**config.mk**
```make
export PLATFORM = sky130hd
export DESIGN_NAME = plss_link_status
export DESIGN_NICKNAME = d
export VERILOG_FILES = /design/src/plss_pkg.sv /design/src/plss_stat_if.sv /design/src/plss_status_track.sv /design/src/plss_link_status.sv
export SDC_FILE = /design/constraint.sdc
export NUM_CORES = 1
export LEC_CHECK = 0
export BUFFER_PORTS_ARGS = -buffer_cell sky130_fd_sc_hd__clkbuf_2
export CORE_MARGIN = 2
export CORE_UTILIZATION = 46
export CTS_CLUSTER_DIAMETER = 60
export CTS_CLUSTER_SIZE = 12
export DETAILED_ROUTE_END_ITERATION = 12
export GPL_TIMING_DRIVEN = 0
export PLACE_DENSITY = 0.85
export SETUP_SLACK_MARGIN = 0.05
export SKIP_CTS_REPAIR_TIMING = 1
export SYNTH_ARGS = -nofsm -noshare
export SYNTH_HDL_FRONTEND = slang
export SYNTH_SLANG_ARGS = --single-unit
```
**constraint.sdc**
```tcl
create_clock -name i_sys_clk -period 2.3 [get_ports i_sys_clk]
set_input_delay 0.23 -clock i_sys_clk [delete_from_list [all_inputs] [get_ports i_sys_clk]]
set_output_delay 0.23 -clock i_sys_clk [all_outputs]
set_load 0.1 [all_outputs]
```
**src/plss_pkg.sv**
```systemverilog
// Package with register map, field positions and reset values of the link status block.
// Functional notes
// - The combined status register sits at management address 0x0010 with bits 15 down to 0.
// - The jabber bit reads 1 when jabber is detected and only means something at 10 Mb/s.
// - The jabber bit always equals the jabber bit of the basic mode status register.
// - Reading the combined status register clears neither the jabber bit nor the link bit.
// - Bit 4 reads 1 once auto-negotiation is complete and 0 before that.
// - Bit 3 reads 1 while MII loopback is enabled and active, otherwise 0.
// - Bit 2 reads 1 for full duplex and 0 for half duplex.
// - Duplex comes from the negotiation result when negotiating, else from the forced setting.
// - Bit 0 reads 1 with a valid link at 10 or 100 Mb/s and 0 without a link.
// - The link bit always equals the link bit of the basic mode status register.
`default_nettype none
package plss_pkg;
  localparam int ADDR_W = 8;
  localparam int DATA_W = 32;
  // Management register numbers; the byte address is four times the number.
  localparam logic [7:0] BASIC_MODE_STATUS_REG_IDX = 8'h01;
  localparam logic [7:0] LINK_STATUS_SUMMARY_IDX = 8'h10;
  localparam logic [7:0] IRQ_STATUS_IDX = 8'h20;
  localparam logic [7:0] IRQ_ENABLE_IDX = 8'h21;
  localparam logic [7:0] IRQ_CLEAR_IDX = 8'h22;
  // Field positions in the combined status register.
  localparam int BIT_LINK = 0;
  localparam int BIT_SPEED10 = 1;
  localparam int BIT_FULL_DUPLEX = 2;
  localparam int BIT_LOOPBACK = 3;
  localparam int BIT_AN_DONE = 4;
  localparam int BIT_JABBER = 5;
  // Field positions in the basic mode status register.
  localparam int BMS_BIT_LINK = 2;
  localparam int BMS_BIT_JABBER = 1;
  localparam int BMS_BIT_AN_DONE = 5;
  localparam int IRQ_W = 6;
  localparam logic [15:0] STATUS_RESET = 16'h0000;
  localparam logic [DATA_W-1:0] UNMAPPED_READ = 32'h0000_0000;
  typedef enum logic [1:0] {
    PLSS_IDLE = 2'b00,
    PLSS_RESP = 2'b01
  } plss_bus_state_type;
endpackage : plss_pkg
`default_nettype wire

```
**src/plss_stat_if.sv**
```systemverilog
// Interface carrying the sampled status bits from the tracker to the register bank.
`default_nettype none
interface plss_stat_if;
  logic [5:0] status;
  modport producer (output status);
  modport consumer (input status);
endinterface : plss_stat_if
`default_nettype wire

```
**src/plss_status_track.sv**
```systemverilog
// Status tracker that resolves and registers the link summary bits.
`default_nettype none
module plss_status_track
  import plss_pkg::*;
(
  input wire logic i_sys_clk,
  input wire logic i_rst_n,
  input wire logic i_link_valid,
  input wire logic i_jabber_detect,
  input wire logic i_an_enable,
  input wire logic i_an_complete,
  input wire logic i_an_full_duplex,
  input wire logic i_an_speed10,
  input wire logic i_forced_full_duplex,
  input wire logic i_forced_speed10,
  input wire logic i_loopback_enable,
  input wire logic i_loopback_active,
  plss_stat_if.producer stat
);
  logic [5:0] status_ff;
  logic [5:0] nxt_status;

  always_comb begin
    nxt_status = STATUS_RESET[5:0];
    nxt_status[BIT_LINK] = i_link_valid;
    nxt_status[BIT_JABBER] = i_jabber_detect;
    nxt_status[BIT_AN_DONE] = i_an_enable & i_an_complete;
    nxt_status[BIT_LOOPBACK] = i_loopback_enable & i_loopback_active;
    // Resolved from negotiation only when it runs, else the forced strap values apply.
    nxt_status[BIT_FULL_DUPLEX] = i_an_enable ? i_an_full_duplex
                                              : i_forced_full_duplex;
    nxt_status[BIT_SPEED10] = i_an_enable ? i_an_speed10 : i_forced_speed10;
  end

  always_ff @(posedge i_sys_clk) begin
    if (!i_rst_n) begin
      status_ff <= STATUS_RESET[5:0];
    end else begin
      status_ff <= nxt_status;
    end
  end

  assign stat.status = status_ff;
endmodule : plss_status_track
`default_nettype wire

```
**src/plss_link_status.sv**
```systemverilog
// Top of the link status summary block with its Avalon-MM register bank.
//
// Local design decisions: register access over Avalon-MM and the placing of the registers.
`default_nettype none
module plss_link_status
  import plss_pkg::*;
(
  input wire logic i_sys_clk,
  input wire logic i_rst_n,
  input wire logic [plss_pkg::ADDR_W-1:0] i_avs_address,
  input wire logic i_avs_read,
  input wire logic i_avs_write,
  input wire logic [plss_pkg::DATA_W-1:0] i_avs_writedata,
  input wire logic [3:0] i_avs_byteenable,
  output logic [plss_pkg::DATA_W-1:0] o_avs_readdata,
  output logic o_avs_waitrequest,
  input wire logic i_link_valid,
  input wire logic i_jabber_detect,
  input wire logic i_an_enable,
  input wire logic i_an_complete,
  input wire logic i_an_full_duplex,
  input wire logic i_an_speed10,
  input wire logic i_forced_full_duplex,
  input wire logic i_forced_speed10,
  input wire logic i_loopback_enable,
  input wire logic i_loopback_active,
  output logic o_irq
);
  plss_stat_if stat_bus ();
  plss_bus_state_type state_ff;
  logic [DATA_W-1:0] rdata_ff;
  logic [IRQ_W-1:0] prev_ff;
  logic [IRQ_W-1:0] irq_stat_ff;
  logic [IRQ_W-1:0] irq_en_ff;
  logic [5:0] st;
  logic [15:0] summary;
  logic [15:0] bms;
  logic [IRQ_W-1:0] events;
  logic [IRQ_W-1:0] clr;
  logic req;
  logic wr_clear;
  logic wr_enable;
  logic rd_take;
  logic wr_take;
  logic [7:0] acc_idx;
  logic hit_summary;
  logic hit_bms;
  logic hit_irq_stat;
  logic hit_irq_en;
  logic hit_irq_clr;
  logic fld_link;
  logic fld_speed10;
  logic fld_full_duplex;
  logic fld_loopback;
  logic fld_an_done;
  logic fld_jabber;
  logic [IRQ_W-1:0] ev_rise;
  logic [IRQ_W-1:0] ev_fall;

  plss_status_track u_track (
    .i_sys_clk(i_sys_clk),
    .i_rst_n(i_rst_n),
    .i_link_valid(i_link_valid),
    .i_jabber_detect(i_jabber_detect),
    .i_an_enable(i_an_enable),
    .i_an_complete(i_an_complete),
    .i_an_full_duplex(i_an_full_duplex),
    .i_an_speed10(i_an_speed10),
    .i_forced_full_duplex(i_forced_full_duplex),
    .i_forced_speed10(i_forced_speed10),
    .i_loopback_enable(i_loopback_enable),
    .i_loopback_active(i_loopback_active),
    .stat(stat_bus.producer)
  );

  assign st = stat_bus.status;

  function automatic logic [7:0] reg_index(input logic [ADDR_W-1:0] addr);
    reg_index = {2'b00, addr[ADDR_W-1:2]};
  endfunction

  // Zero-extends a 16-bit register image onto the data bus.
  function automatic logic [DATA_W-1:0] widen16(input logic [15:0] img);
    widen16 = {{(DATA_W-16){1'b0}}, img};
  endfunction

  // Zero-extends an interrupt vector onto the data bus.
  function automatic logic [DATA_W-1:0] widen_irq(input logic [IRQ_W-1:0] vec);
    widen_irq = {{(DATA_W-IRQ_W){1'b0}}, vec};
  endfunction

  // Every writable field lives in byte lane 0, so a write without that lane changes nothing.
  function automatic logic lane0_write(input logic take, input logic [3:0] be);
    lane0_write = take & be[0];
  endfunction

  ////////////////////////////////////////////////////////////////////////////
  // Register images. Both views are built from the same flops so they can never disagree.
  assign fld_link = st[BIT_LINK];
  assign fld_speed10 = st[BIT_SPEED10];
  assign fld_full_duplex = st[BIT_FULL_DUPLEX];
  assign fld_loopback = st[BIT_LOOPBACK];
  assign fld_an_done = st[BIT_AN_DONE];
  assign fld_jabber = st[BIT_JABBER];

  always_comb begin
    summary = STATUS_RESET;
    summary[BIT_LINK] = fld_link;
    summary[BIT_SPEED10] = fld_speed10;
    summary[BIT_FULL_DUPLEX] = fld_full_duplex;
    summary[BIT_LOOPBACK] = fld_loopback;
    summary[BIT_AN_DONE] = fld_an_done;
    summary[BIT_JABBER] = fld_jabber;
  end

  // Only the mirrored bits of the basic mode status image are kept here; the rest read 0.
  always_comb begin
    bms = 16'h0000;
    bms[BMS_BIT_LINK] = fld_link;
    bms[BMS_BIT_JABBER] = fld_jabber;
    bms[BMS_BIT_AN_DONE] = fld_an_done;
  end

  ////////////////////////////////////////////////////////////////////////////
  // Bus slave: every access takes one wait cycle, then answers.
  assign req = (i_avs_read | i_avs_write) && (state_ff == PLSS_IDLE);
  assign o_avs_waitrequest = (i_avs_read | i_avs_write) && (state_ff != PLSS_RESP);
  assign rd_take = req & i_avs_read;
  assign wr_take = req & i_avs_write;

  ////////////////////////////////////////////////////////////////////////////
  // Address decode, shared by the read path and both writable registers.
  assign acc_idx = reg_index(i_avs_address);
  assign hit_summary = (acc_idx == LINK_STATUS_SUMMARY_IDX);
  assign hit_bms = (acc_idx == BASIC_MODE_STATUS_REG_IDX);
  assign hit_irq_stat = (acc_idx == IRQ_STATUS_IDX);
  assign hit_irq_en = (acc_idx == IRQ_ENABLE_IDX);
  assign hit_irq_clr = (acc_idx == IRQ_CLEAR_IDX);

  always_ff @(posedge i_sys_clk) begin
    if (!i_rst_n) begin
      state_ff <= PLSS_IDLE;
    end else begin
      case (state_ff)
        PLSS_IDLE: begin
          if (req) begin
            state_ff <= PLSS_RESP;
          end
        end
        PLSS_RESP: begin
          state_ff <= PLSS_IDLE;
        end
        default: begin
          state_ff <= PLSS_IDLE;
        end
      endcase
    end
  end

  // Reads have no side effect on any status bit.
  always_ff @(posedge i_sys_clk) begin
    if (!i_rst_n) begin
      rdata_ff <= UNMAPPED_READ;
    end else if (rd_take) begin
      if (hit_summary) begin
        rdata_ff <= widen16(summary);
      end else if (hit_bms) begin
        rdata_ff <= widen16(bms);
      end else if (hit_irq_stat) begin
        rdata_ff <= widen_irq(irq_stat_ff);
      end else if (hit_irq_en) begin
        rdata_ff <= widen_irq(irq_en_ff);
      end else begin
        rdata_ff <= UNMAPPED_READ;
      end
    end
  end

  assign o_avs_readdata = rdata_ff;

  ////////////////////////////////////////////////////////////////////////////
  // Interrupts on any change of a status bit. Writes to the status images are dropped.
  assign wr_clear = lane0_write(wr_take, i_avs_byteenable) & hit_irq_clr;
  assign wr_enable = lane0_write(wr_take, i_avs_byteenable) & hit_irq_en;
  assign clr = wr_clear ? i_avs_writedata[IRQ_W-1:0] : {IRQ_W{1'b0}};
  // Both directions count, so a lost link raises the same flag as a new one.
  assign ev_rise = st & ~prev_ff;
  assign ev_fall = ~st & prev_ff;
  assign events = ev_rise | ev_fall;

  always_ff @(posedge i_sys_clk) begin
    if (!i_rst_n) begin
      prev_ff <= STATUS_RESET[5:0];
    end else begin
      prev_ff <= st;
    end
  end

  // A new event in the clear cycle survives, since set is ordered after clear.
  always_ff @(posedge i_sys_clk) begin
    if (!i_rst_n) begin
      irq_stat_ff <= {IRQ_W{1'b0}};
    end else begin
      irq_stat_ff <= (irq_stat_ff & ~clr) | events;
    end
  end

  always_ff @(posedge i_sys_clk) begin
    if (!i_rst_n) begin
      irq_en_ff <= {IRQ_W{1'b0}};
    end else if (wr_enable) begin
      irq_en_ff <= i_avs_writedata[IRQ_W-1:0];
    end
  end

  assign o_irq = |(irq_stat_ff & irq_en_ff);
endmodule : plss_link_status
`default_nettype wire

```
# After elaboration in Yosys (flattened, before gate mapping)
# Cells that the tools add are included.
# classes
eq_ne	5
muxes	7
bitwise	18
reduce_logical	5
# op_table
operator	n
$mux 6	5
$and 6x6->6	4
$eq 6x6->1 const B	3
$not 6->6	3
$or 6x6->6	2
$and 1x1->1	7
$eq 6x1->1 const B	1
$eq 6x5->1 const B	1
$reduce_or 6->1	1
$logic_and 1x1->1	2
$logic_not 2->1	1
$mux 1	2
$reduce_and 2->1	1
$not 1->1	1
$or 1x1->1	1
# word_totals
regBits	57
inputBits	58
output_inout_bits	34
elab_cells	41

# Depth between registers and ports, before layout
# Gate-level depths: netlist of run 1.
# logic_depth
depth_word	9
ltp_mapped	6
depth_no_buf	4

# Hierarchy
# A second synthesis of run 1 with hierarchy kept.
# hier_totals
hier_cells	162
hier_area_um2	1512.7
# modules_own_cells
module	instances	cells_per_inst	area_each_um2
plss_link_status	1	148	1333.8
plss_status_track	1	14	178.9

# Worst setup path before layout of run 1
# OpenSTA, ideal clock, no wires.
# synth_timing
path_kind	flip-flop to flip-flop
startpoint	register state_ff[0]
endpoint	register state_ff[0]
setup_time_ns	0.066
arrival_ns	1.828
setup_slack_ns	0.406
path_stages_with_launch	3
period_less_slack_ns	1.894
path_cell_list	dfxtp_1 -> nor2_1 -> and2_1
# synth_via
elab_chain_cells	2
elab_cells_between_ends	3
# synth_rtl
element	line_no	rtl
start, declared	plss_link_status.sv:30	plss_bus_state_type state_ff;
start signal, assigned	plss_link_status.sv:142	state_ff <= PLSS_IDLE;
start signal, assigned	plss_link_status.sv:147	state_ff <= PLSS_RESP;
start signal, assigned	plss_link_status.sv:151	state_ff <= PLSS_IDLE;
$logic_not 2->1 *	plss_link_status.sv:126, plss_link_status.sv:144	
$reduce_and 2->1 (no source line) / $logic_and 1x1->1 (equally long branches)	n/a	
# Every way passes the cells marked *; elsewhere a longest branch is shown, timed or not.
# A chain may end at the register's enable or synchronous reset.

# Worst setup path in the final report of run 1
# layout_timing
startpoint	register irq_stat_ff[2]
endpoint	output port o_irq
# layout_via
elab_chain_cells	2
# layout_rtl
element	line_no	rtl
start, declared	plss_link_status.sv:33	logic [IRQ_W-1:0] irq_stat_ff;
start signal, assigned	plss_link_status.sv:202	irq_stat_ff <= {IRQ_W{1'b0}};
start signal, assigned	plss_link_status.sv:204	irq_stat_ff <= (irq_stat_ff & ~clr) | events;
$and 6x6->6	plss_link_status.sv:216	assign o_irq = |(irq_stat_ff & irq_en_ff);
$reduce_or 6->1	plss_link_status.sv:216	
end, declared	plss_link_status.sv:27	output logic o_irq
# Every way passes these cells.

==> results of run 1 <==
## through the flow
step / hold slack [ns] / instance area, sq um / power, mW / worst slack (ns) / std cells
2_1_floorplan: 0.357 / 1590 / 0.875 / 0.406 / 181
3_3_place_gp: 0.438 / 1810 / 0.914 / 0.687 / 257
3_5_place_dp: 0.440 / 1810 / 0.918 / 0.669 / 257
4_1_cts: 0.0891 / 1860 / 1.23 / 0.703 / 264
5_1_grt: 0.103 / 1860 / 1.29 / 0.612 / 264
6_report: 0.0995 / 1860 / 1.23 / 0.713 / 264
## cells in the mapped netlist (all sizes together)
| library cell | instances | share of area |
|---|---|---|
| or3 | 1 | 0.0075 |
| nor4 | 1 | 0.0042 |
| dfxtp | 31 | 0.41 |
| xor2 | 6 | 0.035 |
| o21a | 6 | 0.030 |
| o21ai | 6 | 0.020 |
| a221o | 6 | 0.040 |
| nand3 | 9 | 0.030 |
| and3 | 2 | 0.0084 |
| a22oi | 6 | 0.030 |
| clkbuf | 5 | 0.013 |
| inv | 2 | 0.0050 |
| nor3 | 1 | 0.0067 |
| nor3b | 3 | 0.015 |
| mux2i | 5 | 0.033 |
| nand4 | 1 | 0.0042 |
| conb | 1 | 0.0025 |
| nor4b | 1 | 0.016 |
| nor2b | 3 | 0.013 |
| mux2 | 3 | 0.023 |
| nor2 | 6 | 0.015 |
| and4b | 1 | 0.0067 |
| and2 | 9 | 0.038 |
| buf | 27 | 0.14 |
| a21boi | 7 | 0.035 |
| nand2 | 7 | 0.018 |
## state kept, by name (all words and copies together), names as in the netlist
signal,count
state_ff,1
o_avs_readdata,6
irq_en_ff,6
prev_ff,6
irq_stat_ff,6
u_track.stat.status,6
## power by group through the flow
stage / logic, mW / registers, mW / clock network, mW
3_5_place_dp: 0.331 / 0.587 / 0
2_1_floorplan: 0.291 / 0.583 / 0
3_3_place_gp: 0.328 / 0.586 / 0
6_report: 0.332 / 0.575 / 0.321
4_1_cts: 0.331 / 0.575 / 0.328
5_1_grt: 0.351 / 0.578 / 0.357
## per-layer routing
| metal | global-route usage | vias up |
|---|---|---|
| met4 | 0.0807 | 0 |
| met1 | 0.196 | 520 |
| met5 | 0 | - |
| met3 | 0.0756 | 6 |
| li1 | - | 623 |
| met2 | 0.284 | 43 |
## path summary, 6_finish.rpt
kind | to | slack [ns] | cells past startpoint | startpoint
setup reg to reg | irq_stat_ff[5] | 0.91 | 4 | state_ff[0]
hold / removal | u_track.stat.status[5] | 0.1 | 2 | i_jabber_detect
hold reg to reg | irq_en_ff[3] | 0.48 | 2 | irq_en_ff[3]
setup / recovery | o_irq | 0.71 | 3 | irq_stat_ff[2]
## cell families after synthesis
family                 Yosys count  synth area share
flip-flops                      31             0.414
multiplexers                     8            0.0560
AND/OR/NAND/NOR                 45             0.181
buffers and inverters           34             0.155
AO/OA/AOI/OAI                   31             0.155
other                            1           0.00250
XOR/XNOR                         6            0.0351
## cell type report
class                           count  area [sq um]  share of cell area
Inverter                            2          7.51             0.00403
Tap cell                           44          55.1              0.0295
Clock buffer                        6          51.3              0.0275
Buffer                             32           225               0.121
Multi-Input combinational cell    116           738               0.396
Sequential cell                    31           621               0.333
Timing Repair Buffer               32           160              0.0860
Clock inverter                      1          5.00             0.00269
==> flow_metrics.env, run 1 <==
export IMPL_dr_total_vias=1192
export IMPL_tightest_slew_ns=0.675
export IMPL_path_class="reg2out"
export IMPL_dr_first_iter_drc_count=26
export IMPL_slew_headroom=0.546
export IMPL_wl_met1_um=1220
export IMPL_min_path_type="in2reg"
export IMPL_pwr_share_clk=0.261
export IMPL_die_h_um=61.1
export IMPL_cts_root_buf="clkbuf_4"
export IMPL_clk_latency_ns=0.33
export IMPL_rows=20
export IMPL_n_fill_cell=301
export IMPL_drive_gt1_frac=0.327
export IMPL_finClkSkew_ns=0.00757
export IMPL_core_sq_um=3080
export IMPL_cts_tree="yes"
export IMPL_route_met3_wl_um=218
export IMPL_crit_family="buffers and inverters"
export IMPL_cp_num_buf_inv=1
export IMPL_ys_ff_latch=31
export IMPL_cpMaxStageDelayCell="clkbuf_2"
export IMPL_worstPathCellList="a22oi_1 -> nand3_1 -> clkbuf_2"
export IMPL_internal_power_mw=0.781
export IMPL_start_util=0.487
export IMPL_setup_viol_count_final=0
export IMPL_wl_um=2820
export IMPL_synth_area_sq_um=1500
export IMPL_worst_ep_required_time_ns=2.07
export IMPL_tns_ns=0
export IMPL_synth_distinct_cells=28
export IMPL_route_met2_wl_um=1340
export IMPL_layout_common_cells="clkbuf_2 (32), dfxtp_1 (31), buf_4 (26), conb_1 (26)"
export IMPL_num_antenna_cells=0
export IMPL_gr_total_overflow=0
export IMPL_path_max_fanout=3
export IMPL_vias_per_cell=4.52
export IMPL_drv_cap=0
export IMPL_start_kind="flop"
export IMPL_gp_congestion=0.767
export IMPL_critPathArrivalTime_ns=1.36
export IMPL_syn_inst=156
export IMPL_cts_buffers=5
export IMPL_seqPwrFrac=0.468
export IMPL_track_usage=0.174
export IMPL_status="finished, final reports clean"
export IMPL_finalCritPeriodShare=0.690
export IMPL_worst_path_largest_cell_delay_ns=0.38
export IMPL_maxSlewViolCount=0
export IMPL_final_nets=278
export IMPL_cts_num_sinks=31
export IMPL_port_buffers=32
export IMPL_drc=0
export IMPL_cts_htree_levels=2
export IMPL_syn_area_per_cell_sq_um=9.60
export IMPL_irDropWorstVdd_mv=0.346
export IMPL_layout_commonest_cell="clkbuf_2"
export IMPL_place_hpwl_um=2290
export IMPL_fmax_mhz=630
export IMPL_design_portCount=92
export IMPL_routedWlPerCell_um=10.7
export IMPL_hold_violations=0
export IMPL_netSwitchingPower_mw=0.446
export IMPL_final_util=0.605
export IMPL_cts_path_max_buffers=2
export IMPL_dieArea_sq_um=3730
export IMPL_ant_nets=0
export IMPL_power_density_nw_per_um2=659
export IMPL_worstSetupEndpointType="primary output"
export IMPL_die_w_um=61.1
export IMPL_grt_max_degree=11
export IMPL_p_sw_frac=0.364
export IMPL_fin_crit_ns=1.59
export IMPL_syn_to_final_growth_pct=24.4
export IMPL_ys_seq_area_frac=0.414
export IMPL_topRoutingLayerUsed="met4"
export IMPL_pwr_share_comb=0.270
export IMPL_leakage_nw=0.917
export IMPL_antenna_found_initial=0
export IMPL_grt_pass1_wl_um=4690
export IMPL_firstDrtPassIters=4
export IMPL_yosys_warnings=0
export IMPL_clkSlewWorstSetupHoldPaths_ns=0.09
export IMPL_grt_pass1_vias=1100
export IMPL_rsz0062_at_grt="no"
(Power assumes the default switching activity.)
==> run 2, diff against run 1 <==
--- a/config.mk
+++ b/config.mk
@@ -7,12 +7,12 @@
 export LEC_CHECK = 0
 export BUFFER_PORTS_ARGS = -buffer_cell sky130_fd_sc_hd__clkbuf_2
 export CORE_MARGIN = 2
-export CORE_UTILIZATION = 46
+export CORE_UTILIZATION = 42
 export CTS_CLUSTER_DIAMETER = 60
 export CTS_CLUSTER_SIZE = 12
 export DETAILED_ROUTE_END_ITERATION = 12
 export GPL_TIMING_DRIVEN = 0
-export PLACE_DENSITY = 0.85
+export PLACE_DENSITY = 0.79
 export SETUP_SLACK_MARGIN = 0.05
 export SKIP_CTS_REPAIR_TIMING = 1
 export SYNTH_ARGS = -nofsm -noshare
==> constraint.sdc (replaced) <==
create_clock -name i_sys_clk -period 1.6 [get_ports i_sys_clk]
set_input_delay 0.16 -clock i_sys_clk [delete_from_list [all_inputs] [get_ports i_sys_clk]]
set_output_delay 0.16 -clock i_sys_clk [all_outputs]
set_load 0.1 [all_outputs]
==> run 2 against run 1 <==
Global-route usage fell by 2.5 points. First-iteration DRC count did not move. Combinational power rose by 44%. Via count fell by 0.25%. Clock power rose by 31%. Design area barely moved. Sequential power rose by 44%. Routed wire length fell by 0.85%. Count of clock-buffer cells in the layout rose by 1. Sequential share of layout area barely moved. Non-clock buffer count did not move. Critical endpoint unchanged. Largest power group unchanged.
==> flow_metrics.env, run 2 (synthesis gave the netlist of run 1 again) <==
export IMPL_drv_cap=0
export IMPL_path_class="reg2out"
export IMPL_die_h_um=63.7
export IMPL_num_antenna_cells=0
export IMPL_cts_root_buf="clkbuf_4"
export IMPL_r2r_slack_ns=0.19
export IMPL_drive_gt1_frac=0.326
export IMPL_clkSlewWorstSetupHoldPaths_ns=0.09
export IMPL_maxSlewViolCount=0
export IMPL_slew_headroom=0.557
export IMPL_cts_tree="yes"
export IMPL_cts_htree_levels=2
export IMPL_fmax_mhz=707
export IMPL_rows=21
export IMPL_grt_max_degree=11
export IMPL_dieArea_sq_um=4060
export IMPL_grt_pass1_vias=1027
export IMPL_ff2ff_path_depth=4
export IMPL_rr_startpoint="state_ff[0]"
export IMPL_critPathArrivalTime_ns=1.25
export IMPL_cts_buffers=5
export IMPL_antenna_found_initial=0
export IMPL_worstSetupEndpointType="primary output"
export IMPL_min_path_type="in2reg"
export IMPL_cts_path_max_buffers=2
export IMPL_port_buffers=32
export IMPL_fin_crit_ns=1.41
export IMPL_start_kind="flop"
export IMPL_rsz0062_at_grt="no"
export IMPL_firstDrtPassIters=4
export IMPL_wl_um=2800
export IMPL_place_hpwl_um=2280
export IMPL_clk_latency_ns=0.33
export IMPL_worstPathCellList="a22oi_1 -> nand3_1 -> clkbuf_4"
export IMPL_whs_path_depth=2
export IMPL_power_density_nw_per_um2=926
export IMPL_gp_congestion=0.804
export IMPL_finalCritPeriodShare=0.884
export IMPL_irDropWorstVdd_mv=0.404
export IMPL_routedWlPerCell_um=10.5
export IMPL_layout_common_cells="clkbuf_2 (31), dfxtp_1 (31), buf_4 (26), conb_1 (26)"
export IMPL_design_portCount=92
export IMPL_tns_ns=0
export IMPL_worstHoldStart="i_jabber_detect"
export IMPL_worst_ep_required_time_ns=1.44
export IMPL_die_w_um=63.7
export IMPL_worst_path_largest_cell_delay_ns=0.33
export IMPL_final_nets=278
export IMPL_syn_to_final_growth_pct=24.5
export IMPL_grt_pass1_wl_um=4520
export IMPL_hold_violations=0
export IMPL_ant_nets=0
export IMPL_n_fill_cell=329
export IMPL_gr_total_overflow=0
export IMPL_cpMaxStageDelayCell="dfxtp_1"
export IMPL_min_to="u_track.stat.status[5]"
export IMPL_finClkSkew_ns=0.00346
export IMPL_tightest_slew_ns=0.658
export IMPL_core_sq_um=3390
export IMPL_dr_first_iter_drc_count=26
export IMPL_leakage_nw=0.913
export IMPL_final_util=0.550
export IMPL_r2r_end="irq_stat_ff[3]"
export IMPL_drc=0
export IMPL_setup_viol_count_final=0
export IMPL_start_util=0.442
export IMPL_dr_total_vias=1189
export IMPL_track_usage=0.149
export IMPL_cts_num_sinks=31
export IMPL_vias_per_cell=4.45
export IMPL_status="finished, final reports clean"
export IMPL_path_max_fanout=3
## run 2: changes by cell type in the layout (fill, tap and decap cells not counted), sizes merged
cell,before,now
clkbuf,43,44
## run 2: metrics by stage
step | setup slack, ns | power, mW | std cells | cell area [sq um] | hold slack, ns
floorplan | 0.194 | 1.26 | 181 | 1590 | 0.287
global placement | 0.0529 | 1.32 | 259 | 1810 | 0.374
detailed placement | 0.0364 | 1.32 | 259 | 1810 | 0.378
CTS | 0.0765 | 1.75 | 267 | 1860 | 0.0258
global route | 0.0982 | 1.81 | 267 | 1860 | 0.0328
finish | 0.185 | 1.73 | 267 | 1860 | 0.0345
## run 2: final cells by class
type | count | area, sq um | share of cell area
plain buffers | 32 | 225 | 0.121
clock buffers | 7 | 45.0 | 0.0242
clock inverters | 1 | 5.00 | 0.00268
inverters | 2 | 7.51 | 0.00403
multi-input cells | 116 | 741 | 0.397
flip-flops and latches | 31 | 621 | 0.333
well taps | 46 | 57.6 | 0.0309
repair buffers | 32 | 163 | 0.0872
## run 2: worst max path at each step
stage	from	end	slack [ns]	depth (start not counted)
floorplan	i_avs_address[2]	irq_stat_ff[0]	0.19	5
global placement	i_avs_address[2]	irq_stat_ff[4]	0.05	5
detailed placement	i_avs_address[2]	irq_stat_ff[5]	0.04	5
CTS	irq_en_ff[2]	o_irq	0.08	3
global route	state_ff[0]	irq_stat_ff[2]	0.1	4
finish	irq_stat_ff[2]	o_irq	0.19	3
## run 2: per-layer routing
layer | vias to the layer above | wire [um] | global-route usage | part of all wire
met5 | - | 0 | 0 | 0
met4 | 0 | 50 | 0.0652 | 0.018
met3 | 7 | 314 | 0.0625 | 0.11
met2 | 55 | 1270 | 0.238 | 0.45
met1 | 504 | 1170 | 0.173 | 0.42
li1 | 623 | - | - | -
## run 2: worst max-delay path, delay by kind of cell (launching register included)
| family | cells | cell delay [ns] |
|---|---|---|
| buffers and inverters | 1 | 0.29 |
| flip-flops | 1 | 0.33 |
| AO/OA/AOI/OAI | 1 | 0.19 |
| AND/OR/NAND/NOR | 1 | 0.11 |
## run 2: where the power goes
group | internal [mW] | switching, mW | leakage, nW
Clock | 0.171 | 0.251 | 0.0293
Combinational | 0.119 | 0.358 | 0.630
Sequential | 0.802 | 0.0255 | 0.254
Total | 1.09 | 0.635 | 0.913
==> run 3, diff against run 2 <==
--- a/config.mk
+++ b/config.mk
@@ -13,6 +13,7 @@
 export DETAILED_ROUTE_END_ITERATION = 12
 export GPL_TIMING_DRIVEN = 0
 export PLACE_DENSITY = 0.79
+export RECOVER_POWER = 25
 export SETUP_SLACK_MARGIN = 0.05
 export SKIP_CTS_REPAIR_TIMING = 1
 export SYNTH_ARGS = -nofsm -noshare
==> constraint.sdc (replaced) <==
create_clock -name i_sys_clk -period 1.6 [get_ports i_sys_clk]
set_input_delay 0.16 -clock i_sys_clk [delete_from_list [all_inputs] [get_ports i_sys_clk]]
set_output_delay 0.16 -clock i_sys_clk [all_outputs]
set_load 0.02 [all_outputs]
==> run 3 against run 2 <==
First-iteration DRC count increased by 42%. Count of clock-buffer cells in the layout decreased by 1. Worst setup slack improved by 0.0088 ns. Largest power group unchanged. Cell count decreased by 0.75%. Critical path type is now reg2reg. Sequential share of layout area increased by 0.27 points. Maximum frequency increased by 0.62%.
==> flow_metrics.env, run 3 (synthesis gave the netlist of run 1 again) <==
export IMPL_grt_pass1_wl_um=4400
export IMPL_rsz0062_at_grt="no"
export IMPL_path_max_fanout=6
export IMPL_cts_num_sinks=31
export IMPL_vias_per_cell=4.49
export IMPL_timing_final_ws_setup_ns=0.194
export IMPL_finalCritPeriodShare=0.879
export IMPL_ff2ff_path_depth=4
export IMPL_design_portCount=92
export IMPL_cts_tree="yes"
export IMPL_gp_congestion=0.781
export IMPL_multi_input_area_sq_um=738
export IMPL_drive_gt1_frac=0.315
export IMPL_num_antenna_cells=0
export IMPL_irDropWorstVdd_mv=0.378
export IMPL_drc=0
export IMPL_worst_ep_required_time_ns=1.82
export IMPL_die_w_um=63.7
export IMPL_cpMaxStageDelayCell="nor4b_4"
export IMPL_antenna_found_initial=0
export IMPL_cp_num_buf_inv=0
export IMPL_firstDrtPassIters=4
export IMPL_setup_viol_count_final=0
export IMPL_start_util=0.442
export IMPL_timing_critical_path_to="irq_stat_ff[3]"
export IMPL_dieArea_sq_um=4060
export IMPL_min_path_type="in2reg"
export IMPL_rr_startpoint="state_ff[0]"
export IMPL_clk_latency_ns=0.33
export IMPL_grt_pass1_vias=996
export IMPL_maxSlewViolCount=0
export IMPL_slew_headroom=0.559
export IMPL_finClkSkew_ns=0.0102
export IMPL_core_sq_um=3390
export IMPL_p_total_mw=1.46
export IMPL_grt_max_degree=11
export IMPL_cts_root_buf="clkbuf_4"
export IMPL_cts_buffers=5
export IMPL_r2r_slack_ns=0.19
export IMPL_cts_htree_levels=2
export IMPL_fin_crit_ns=1.41
export IMPL_stdcell_count=265
export IMPL_track_usage=0.145
export IMPL_tightest_slew_ns=0.656
export IMPL_worstSetupEndpointType="flop"
export IMPL_fmax_mhz=711
export IMPL_wl_um=2730
export IMPL_r2r_end="irq_stat_ff[3]"
export IMPL_crit_start="state_ff[0]"
export IMPL_status="finished, final reports clean"
export IMPL_worstPathCellList="and4b_1 -> nor4b_4 -> a21boi_1 -> o21a_1"
export IMPL_cts_path_max_buffers=2
export IMPL_n_fill_cell=313
export IMPL_dp_cells=259
export IMPL_rows=21
export IMPL_start_kind="flop"
export IMPL_register_area_sq_um=621
export IMPL_drv_cap=0
export IMPL_hold_violations=0
export IMPL_layout_common_cells="clkbuf_2 (31), dfxtp_1 (31), buf_4 (26), conb_1 (26), nand3_1 (9)"
export IMPL_dr_first_iter_drc_count=37
export IMPL_die_h_um=63.7
export IMPL_place_hpwl_um=2220
export IMPL_final_util=0.546
export IMPL_ant_nets=0
export IMPL_clkSlewWorstSetupHoldPaths_ns=0.09
export IMPL_path_class="reg2reg"
export IMPL_final_nets=278
export IMPL_gr_total_overflow=0
export IMPL_tns_ns=0
export IMPL_syn_to_final_growth_pct=23.5
export IMPL_worst_path_largest_cell_delay_ns=0.39
export IMPL_dr_total_vias=1189
export IMPL_routedWlPerCell_um=10.3
export IMPL_leakage_nw=0.904
export IMPL_port_buffers=32
export IMPL_path_depth=4
export IMPL_crit_family="simple AND/OR/NAND/NOR gates"
export IMPL_critPathArrivalTime_ns=1.63
export IMPL_pre_cts_ws_ns=0.0245
export IMPL_power_density_nw_per_um2=792
[run 3: worst min-delay path by stage]
| stage | endpoint | cells past startpoint | slack, ns | start |
|---|---|---|---|---|
| 4_1_cts | u_track.stat.status[0] | 2 | 0.02 | i_link_valid |
| 3_3_place_gp | u_track.stat.status[5] | 2 | 0.37 | i_jabber_detect |
| 2_1_floorplan | u_track.stat.status[0] | 1 | 0.29 | i_link_valid |
| 6_report | u_track.stat.status[0] | 2 | 0.04 | i_link_valid |
| 3_5_place_dp | u_track.stat.status[0] | 2 | 0.37 | i_link_valid |
| 5_1_grt | u_track.stat.status[0] | 2 | 0.03 | i_link_valid |
[run 3: routing by layer]
layer  up-vias  track usage  part of all wire
li1        622            -                 -
met1       511        0.175              0.45
met2        46        0.216              0.45
met3        10       0.0625             0.072
met4         0       0.0788             0.024
met5         -            0                 0
[run 3: worst reg2reg max path, stage by stage, from the launching register on]
cell	delay (ns)
dfxtp_1	0.32
and4b_1	0.27
nor4b_4	0.39
a21boi_1	0.13
o21a_1	0.18
[run 3: layout make-up]
cell class	count	area share
multi-input cells	116	0.399
flip-flops and latches	31	0.336
plain buffers	32	0.122
repair buffers	32	0.0859
well taps	46	0.0311
clock buffers	6	0.0223
inverters	2	0.00406
[run 3: power by group]
part           total (mW)  internal [mW]  switching (mW)
Combinational       0.247          0.117           0.130
Clock               0.392          0.156           0.236
Sequential          0.827          0.801          0.0255
[run 3: stage by stage]
| stage | cell area [sq um] | hold slack, ns |
|---|---|---|
| after floorplan | 1590 | 0.287 |
| after CTS | 1850 | 0.0199 |
| after global routing | 1850 | 0.0299 |
| after detailed placement | 1810 | 0.370 |
| final | 1850 | 0.0373 |
| after global placement | 1810 | 0.371 |
